### config.mk
export PLATFORM = sky130hd
export DESIGN_NAME = ir_carrier_generator
export DESIGN_NICKNAME = d
export VERILOG_FILES = /design/src/verilog/carrier_pkg.sv /design/src/verilog/ir_carrier_generator.sv
export VERILOG_INCLUDE_DIRS = /design/src /design/src/verilog
export SDC_FILE = /design/constraint.sdc
export NUM_CORES = 1
export LEC_CHECK = 0
export ABC_CLOCK_PERIOD_IN_PS = 3300
export BUFFER_PORTS_ARGS = -buffer_cell sky130_fd_sc_hd__buf_2
export CORE_MARGIN = 1.5
export CORE_UTILIZATION = 56
export CTS_CLUSTER_SIZE = 10
export DETAILED_ROUTE_END_ITERATION = 7
export GPL_TIMING_DRIVEN = 0
export PLACE_DENSITY = 0.86
export SLEW_MARGIN = 0
export SYNTH_ARGS = -nofsm -noshare
export SYNTH_HDL_FRONTEND = slang
export SYNTH_SLANG_ARGS = --single-unit
### constraint.sdc
create_clock -name aclk -period 3.3 [get_ports aclk]
set_input_delay 0.495 -clock aclk [delete_from_list [all_inputs] [get_ports aclk]]
set_output_delay 0.495 -clock aclk [all_outputs]
set_load 0.05 [all_outputs]
### src/verilog/carrier_map.svh
// register indices, bit positions, reset values and bus codes of the carrier generator
// assumes byte address = register index times four on a 32-bit bus
`ifndef CARRIER_MAP_SVH
`define CARRIER_MAP_SVH
// ==========================================================
// register indices
`define IDX_CYCLE_RELOAD 8'hCD
`define IDX_CARRIER_MODE 8'hDA
`define IDX_CARRIER_COUNTER 8'hDB
`define IDX_DUTY_COMPARE 8'hE8
// ==========================================================
// fields and values
`define ADDR_LSB 2
`define IDX_W 8
`define BIT_CARRIER_EN 0
`define BIT_PIN_FUNC 1
`define RST_BYTE 8'h00
`define CNT_TOP 8'hFF
`define CNT_STEP 8'h01
`define RESP_OKAY 2'h0
`define RESP_SLVERR 2'h2
`endif

### src/verilog/carrier_pkg.sv
// types shared by the carrier generator
// assumes carrier_map.svh supplies the numeric constants
package carrier_pkg;
   typedef enum logic [0:0] {
      PHASE_LOW = 1'b0,
      PHASE_HIGH = 1'b1
   } phase_t;
   typedef enum logic [2:0] {
      SEL_NONE = 3'b000,
      SEL_RELOAD = 3'b001,
      SEL_MODE = 3'b010,
      SEL_COUNT = 3'b011,
      SEL_DUTY = 3'b100
   } reg_sel_t;
endpackage

### src/verilog/ir_carrier_generator.sv
// ir carrier generator with an axi4-lite register slave
// assumes aclk is the high-speed oscillator; power_down and the pin input are asynchronous
//
// Our own choice: register access over AXI4-Lite.
`timescale 1ns/1ns
`include "carrier_map.svh"

module ir_carrier_generator #(
   parameter int ADDR_W = 12
) (
   input wire logic aclk,
   input wire logic aresetn,
   input wire logic [ADDR_W-1:0] s_axi_awaddr,
   input wire logic s_axi_awvalid,
   output logic s_axi_awready,
   input wire logic [31:0] s_axi_wdata,
   input wire logic [3:0] s_axi_wstrb,
   input wire logic s_axi_wvalid,
   output logic s_axi_wready,
   output logic [1:0] s_axi_bresp,
   output logic s_axi_bvalid,
   input wire logic s_axi_bready,
   input wire logic [ADDR_W-1:0] s_axi_araddr,
   input wire logic s_axi_arvalid,
   output logic s_axi_arready,
   output logic [31:0] s_axi_rdata,
   output logic [1:0] s_axi_rresp,
   output logic s_axi_rvalid,
   input wire logic s_axi_rready,
   input wire logic power_down,
   input wire logic port_out,
   input wire logic port_oe,
   output logic port_in,
   input wire logic carrier_pin_i,
   output logic carrier_pin_o,
   output logic carrier_pin_oe
);

   // ==========================================================
   // elaboration check
   if (ADDR_W < `ADDR_LSB + `IDX_W + 1 || ADDR_W > 32) begin : g_bad_addr_w
      $error("ADDR_W must lie between 11 and 32");
   end

   // ==========================================================
   // address decode
   function automatic carrier_pkg::reg_sel_t decode(input logic [ADDR_W-1:0] addr);
      logic [`IDX_W-1:0] idx;
      carrier_pkg::reg_sel_t sel;
      idx = addr[`ADDR_LSB +: `IDX_W];
      sel = carrier_pkg::SEL_NONE;
      if (addr[ADDR_W-1:`ADDR_LSB+`IDX_W] == '0 && addr[`ADDR_LSB-1:0] == '0) begin
         case (idx)
            `IDX_CYCLE_RELOAD: sel = carrier_pkg::SEL_RELOAD;
            `IDX_CARRIER_MODE: sel = carrier_pkg::SEL_MODE;
            `IDX_CARRIER_COUNTER: sel = carrier_pkg::SEL_COUNT;
            `IDX_DUTY_COMPARE: sel = carrier_pkg::SEL_DUTY;
            default: sel = carrier_pkg::SEL_NONE;
         endcase
      end
      return sel;
   endfunction

   // ==========================================================
   // state
   logic aw_held_q, aw_held_d, w_held_q, w_held_d, bvalid_q, bvalid_d;
   logic [ADDR_W-1:0] awaddr_q, awaddr_d;
   logic [7:0] wdata_q, wdata_d;
   logic wstrb0_q, wstrb0_d;
   logic [1:0] bresp_q, bresp_d, rresp_q, rresp_d;
   logic rvalid_q, rvalid_d;
   logic [31:0] rdata_q, rdata_d;
   logic pin_func_q, pin_func_d, en_q, en_d;
   logic [7:0] cnt_q, cnt_d, buf_q, buf_d, active_q, active_d, duty_q, duty_d;
   logic [7:0] cnt_inc;
   carrier_pkg::phase_t phase_q, phase_d;
   logic pd_meta_q, pd_q, pin_meta_q, pin_sync_q;
   logic pin_o_q, pin_o_d, pin_oe_q, pin_oe_d;
   logic do_write, wr_en, run, wr_cnt, wr_reload, wr_mode, wr_duty;
   carrier_pkg::reg_sel_t wsel, rsel;

   assign s_axi_awready = !aw_held_q;
   assign s_axi_wready = !w_held_q;
   assign s_axi_arready = !rvalid_q;
   assign s_axi_bvalid = bvalid_q;
   assign s_axi_bresp = bresp_q;
   assign s_axi_rvalid = rvalid_q;
   assign s_axi_rdata = rdata_q;
   assign s_axi_rresp = rresp_q;
   assign carrier_pin_o = pin_o_q;
   assign carrier_pin_oe = pin_oe_q;
   assign port_in = pin_sync_q;

   // ==========================================================
   // write channel
   assign do_write = aw_held_q && w_held_q && !bvalid_q;
   assign wsel = decode(awaddr_q);
   assign wr_en = do_write && wstrb0_q;
   assign wr_reload = wr_en && wsel == carrier_pkg::SEL_RELOAD;
   assign wr_mode = wr_en && wsel == carrier_pkg::SEL_MODE;
   assign wr_cnt = wr_en && wsel == carrier_pkg::SEL_COUNT;
   assign wr_duty = wr_en && wsel == carrier_pkg::SEL_DUTY;

   always_comb begin
      aw_held_d = aw_held_q;
      w_held_d = w_held_q;
      awaddr_d = awaddr_q;
      wdata_d = wdata_q;
      wstrb0_d = wstrb0_q;
      bvalid_d = bvalid_q;
      bresp_d = bresp_q;
      if (s_axi_awvalid && !aw_held_q) begin
         aw_held_d = 1'b1;
         awaddr_d = s_axi_awaddr;
      end
      if (s_axi_wvalid && !w_held_q) begin
         w_held_d = 1'b1;
         wdata_d = s_axi_wdata[7:0];
         wstrb0_d = s_axi_wstrb[0];
      end
      if (do_write) begin
         aw_held_d = 1'b0;
         w_held_d = 1'b0;
         bvalid_d = 1'b1;
         bresp_d = (wsel == carrier_pkg::SEL_NONE) ? `RESP_SLVERR : `RESP_OKAY;
      end else if (bvalid_q && s_axi_bready) begin
         bvalid_d = 1'b0;
      end
   end

   always_ff @(posedge aclk) begin
      if (!aresetn) begin
         aw_held_q <= 1'b0;
         w_held_q <= 1'b0;
         awaddr_q <= '0;
         wdata_q <= `RST_BYTE;
         wstrb0_q <= 1'b0;
         bvalid_q <= 1'b0;
         bresp_q <= `RESP_OKAY;
      end else begin
         aw_held_q <= aw_held_d;
         w_held_q <= w_held_d;
         awaddr_q <= awaddr_d;
         wdata_q <= wdata_d;
         wstrb0_q <= wstrb0_d;
         bvalid_q <= bvalid_d;
         bresp_q <= bresp_d;
      end
   end

   // ==========================================================
   // read channel
   assign rsel = decode(s_axi_araddr);

   always_comb begin
      rvalid_d = rvalid_q;
      rdata_d = rdata_q;
      rresp_d = rresp_q;
      if (s_axi_arvalid && !rvalid_q) begin
         rvalid_d = 1'b1;
         rresp_d = `RESP_OKAY;
         rdata_d = '0;
         case (rsel)
            carrier_pkg::SEL_MODE: begin
               rdata_d[`BIT_PIN_FUNC] = pin_func_q;
               rdata_d[`BIT_CARRIER_EN] = en_q;
            end
            carrier_pkg::SEL_COUNT: rdata_d[7:0] = cnt_q;
            carrier_pkg::SEL_RELOAD, carrier_pkg::SEL_DUTY: rdata_d = '0;
            default: rresp_d = `RESP_SLVERR;
         endcase
      end else if (rvalid_q && s_axi_rready) begin
         rvalid_d = 1'b0;
      end
   end

   always_ff @(posedge aclk) begin
      if (!aresetn) begin
         rvalid_q <= 1'b0;
         rdata_q <= '0;
         rresp_q <= `RESP_OKAY;
      end else begin
         rvalid_q <= rvalid_d;
         rdata_q <= rdata_d;
         rresp_q <= rresp_d;
      end
   end

   // ==========================================================
   // synchronisers for power-down and pin level
   always_ff @(posedge aclk) begin
      if (!aresetn) begin
         pd_meta_q <= 1'b0;
         pd_q <= 1'b0;
         pin_meta_q <= 1'b1;
         pin_sync_q <= 1'b1;
      end else begin
         pd_meta_q <= power_down;
         pd_q <= pd_meta_q;
         pin_meta_q <= carrier_pin_i;
         pin_sync_q <= pin_meta_q;
      end
   end

   // ==========================================================
   // carrier counter and phase, no interrupt or flag is produced
   assign run = en_q && !pd_q;
   assign cnt_inc = cnt_q + `CNT_STEP;

   always_comb begin
      pin_func_d = pin_func_q;
      en_d = en_q;
      cnt_d = cnt_q;
      buf_d = buf_q;
      active_d = active_q;
      duty_d = duty_q;
      phase_d = phase_q;
      if (wr_mode) begin
         pin_func_d = wdata_q[`BIT_PIN_FUNC];
         en_d = wdata_q[`BIT_CARRIER_EN];
      end
      if (wr_duty) begin
         duty_d = wdata_q;
      end
      if (wr_reload) begin
         buf_d = wdata_q;
      end
      if (wr_cnt) begin
         cnt_d = wdata_q;
      end else if (wr_mode && wdata_q[`BIT_CARRIER_EN] && !en_q) begin
         cnt_d = buf_q;
         active_d = buf_q;
         phase_d = carrier_pkg::PHASE_LOW;
      end else if (run) begin
         if (cnt_q == `CNT_TOP) begin
            cnt_d = active_q;
            active_d = buf_q;
            phase_d = (active_q == duty_q) ? carrier_pkg::PHASE_HIGH
                                           : carrier_pkg::PHASE_LOW;
         end else begin
            cnt_d = cnt_inc;
            if (cnt_inc == duty_q) begin
               phase_d = carrier_pkg::PHASE_HIGH;
            end
         end
      end
   end

   always_ff @(posedge aclk) begin
      if (!aresetn) begin
         pin_func_q <= 1'b0;
         en_q <= 1'b0;
         cnt_q <= `RST_BYTE;
         buf_q <= `RST_BYTE;
         active_q <= `RST_BYTE;
         duty_q <= `RST_BYTE;
         phase_q <= carrier_pkg::PHASE_LOW;
      end else begin
         pin_func_q <= pin_func_d;
         en_q <= en_d;
         cnt_q <= cnt_d;
         buf_q <= buf_d;
         active_q <= active_d;
         duty_q <= duty_d;
         phase_q <= phase_d;
      end
   end

   // ==========================================================
   // pin multiplexer
   always_comb begin
      pin_o_d = port_out;
      pin_oe_d = port_oe;
      if (pin_func_q) begin
         pin_oe_d = 1'b1;
         if (!en_q || pd_q) begin
            pin_o_d = 1'b1;
         end else begin
            pin_o_d = (phase_q == carrier_pkg::PHASE_HIGH);
         end
      end
   end

   always_ff @(posedge aclk) begin
      if (!aresetn) begin
         pin_o_q <= 1'b0;
         pin_oe_q <= 1'b0;
      end else begin
         pin_o_q <= pin_o_d;
         pin_oe_q <= pin_oe_d;
      end
   end
endmodule
==> metrics.md <==
| Metric | Value |
|---|---|
| Initial antenna violation count | 0 |
| Power Dens Cells | between 400 and 500 mW/mm2 |
| Cell Chain, Critical Path | or3_1 > nor4_2 > nand2_1 > o21ai_1 > buf_2 > inv_1 > o311a_1 |
| Seq cells post-synth | 76 |
| Crit-path slowest cell | or3_1 |
| Critical path depth | 7 |
| Chip Height | roughly 86 um |
| Crit path max-delay family | simple AND/OR/NAND/NOR gates |
| Slew of the pin with the lowest slew margin | around 0.58 ns |
| Pre-antenna DRT Iters | 6 |
| Routed vias/inst | about 5.4 |
| CTS sink cnt | 76 |
| Reg clk slew, reported paths | about 0.080 ns |
| Fraction of registers with async set/reset | 0% |
| Max Fanout on Critical Path | 9 |
| Fraction of layout cells with a size suffix above 1 | 20.2% |
| # rows | 29 |
| Hold Vio Cnt, Final | 0 |
| Hold Path Stages | 2 |
| Fmax | slightly above 0.4 GHz |
| Synth Warn # | 0 |
| IO Pins | 115 |
| Arr. time, crit path | about 2.7 ns |
| Post-synth top cells | dfxtp_1, nand2_1, nor2b_1, mux2i_1, buf_4 |
| Final Cycle Share | around three quarters |
| Crit path buf inv count | 2 |
| Hold_ws | approximately 0.32 ns |
| Clock latency on the worst-skew pair | around 0.35 ns |
| P&R area growth vs syn | 18.4% |
| Failing checks | design-rule violations |
| Tmin final | 2.46 ns |
| Post-route cell area | 0.00453 mm2 |
| Most common cell in the netlist | dfxtp_1 |
| Sequential area share after synthesis | between 30% and 40% |
| Max-Cap Viols | 0 |
| Post-DR wirelength/cell | approximately 14 um |
| Top cell type's share of synthesized area | between 30% and 40% |
| First-pass GRT wire length | approximately 15000 um |
| Die Area | about 0.0073 mm2 |
| Largest net degree at the start of global routing | 14 |
| PortBufs | 60 |
| Avg Inst Size Synth | 8.72 um2 |
| Number of global-route vias before repair | ~3100 |
| Post-synth EDFFs | 0 |
| Slew Viols, Final | 0 |
| H-Tree Depth | 3 |
| DP HPWL | 6690 um |
| R2R depth | 7 |
| Hold Path Class | in -> reg |
| Cell variety after synth | 50 |
| Syn Inst Count | between 400 and 500 |
| Max incr delay on CP | 0.45 ns |
| Grt ovf | 0 |
| Post_cts resized | 0 |
| Primary FF master, synth | dfxtp_1 |
| Starting DRT DRC Count | roughly 300 |
| CP Class | reg -> reg |
| CP Capture Type | flip-flop |
| Syn Std Cell Area | around 0.0038 mm2 |
| Max-slew headroom | 61.0% |
| Routed WL | ~8900 um |
| Die X | roughly 86 um |
| CTS tree | built |
| RSZ-0062 raised after global routing | no |
| CTS Hold Bufs | 0 |
| CTS buffer count | 9 |
| RePlAce Congestion | 0.911 |
| Cell accounting for the most synthesized area | dfxtp_1 |
| Starting Density | about 59% |
| Startpoint Class | flip-flop |
| Fin Clk Skew | ~0.0042 ns |
| Vias post-DR | 3341 |
| Critical Path RT | 3.54 ns |
| Total track usage | around a quarter |
| Root Buffer | clkbuf_8 |
| Core footprint | about 0.0065 mm2 |
| Setup tns final | 0 ns |
| Layout filler cell count | around 540 |
| Synth area leaders | dfxtp_1, mux2i_1, nand2_1, nor2b_1, buf_4 |
| Remaining DRCs | 10 |
| # nets final | ~610 |
| Antenna Diode Count | 0 |
| Final setup violation count | 0 |
| Lkg Pwr | 2.02 nW |
| Status | finished with violations |
| Pwr Total | between 1.5 and 2 mW |
| Post-CTS setup buffers | 0 |
| Antenna-violating nets left | 0 |
| Peak supply drop | roughly 0.00030 V |
| Max clock buf depth | 2 |
| Placed cell areas | roughly 0.0043 mm2 |
-- where the power goes --
group / internal [mW] / switching (mW)
sequential: 0.940 / 0.0200
combinational: 0.0789 / 0.159
clock: 0.423 / 0.344
-- layer usage --
layer | track usage [%] | routed length (um) | up-vias
li1 | - | - | 1665
met4 | 7.04 | 86 | 0
met2 | 41.4 | 4150 | 140
met5 | 0 | 0 | -
met3 | 7.89 | 758 | 8
met1 | 32.1 | 3940 | 1528
-- kinds of logic (layout without fill, tap and decap cells) --
group                      Yosys count  after routing  share of synthesized area [%]
other                                1             26                         0.0980
AOI/OAI and AO/OA                   84             84                           14.8
buffers and inverters               54            130                           7.94
xor gates and xnor gates            20             20                           4.58
muxes                               32             32                           8.43
and+or+nand+nor                    171            171                           24.1
adders and majority gates            1              1                          0.327
DFF                                 76             76                           39.8
-- layout by cell type, fill, tap and decap left out, types with 4 or more instances in the layout --
master,instances
o21ai_0,16
nand2b_1,9
a22oi_1,6
a21oi_1,14
a21boi_0,25
nor2b_1,35
o211ai_1,4
a31oi_1,4
dfxtp_1,76
clkbuf_1,19
xor2_1,13
buf_4,26
clkbuf_8,9
buf_2,63
nand4_1,5
inv_1,5
a41oi_1,4
nand3_1,12
nor2_1,14
mux2i_1,30
and2_1,6
nand2_1,60
conb_1,26
xnor2_1,7
nor4_1,6
-- worst paths after layout --
kind	startpoint	end	slack [ns]
max	awaddr_q[10]	phase_q	0.84
min reg2reg	pin_meta_q	port_in	0.43
max reg2reg	awaddr_q[10]	phase_q	0.84
min	carrier_pin_i	pin_meta_q	0.32
-- stage by stage --
stage | utilization, % | setup WS (ns) | std cells
after global placement | 66.9 | 0.951 | 601
after floorplan | - | 1.05 | 464
after CTS | 70.2 | 0.864 | 617
final | 70.2 | 0.843 | 617
after global routing | 70.2 | 0.662 | 617
after detailed placement | 66.9 | 0.881 | 601
-- final cells by class --
cell class / instances / area, um2 / area share [%]
multi-input cells: 334 / 2100 / 46.2
flip-flops and latches: 76 / 1520 / 33.6
repair buffers: 60 / 300 / 6.62
plain buffers: 49 / 285 / 6.29
clock buffers: 9 / 124 / 2.73
well taps: 77 / 96.3 / 2.13
clock inverters: 7 / 91.3 / 2.01
inverters: 5 / 18.8 / 0.414
-- state kept, by name, indices dropped and copies added, names as in the netlist --
signal,flops
active_q,8
aw_held_q,1
awaddr_q,12
buf_q,8
carrier_pin_o,1
carrier_pin_oe,1
cnt_q,8
duty_q,8
en_q,1
pd_meta_q,1
pd_q,1
phase_q,1
pin_func_q,1
pin_meta_q,1
port_in,1
s_axi_bresp,1
s_axi_bvalid,1
s_axi_rdata,8
s_axi_rresp,1
s_axi_rvalid,1
w_held_q,1
wdata_q,8
wstrb0_q,1
-- worst reg2reg max path, cell delays in order (launching register included) --
cell     delay, ns
dfxtp_1       0.32
or3_1         0.45
nor4_2        0.44
nand2_1       0.30
o21ai_1       0.14
buf_2         0.30
inv_1         0.07
o311a_1       0.32
Note: power is estimated with default switching activity, not from simulation.
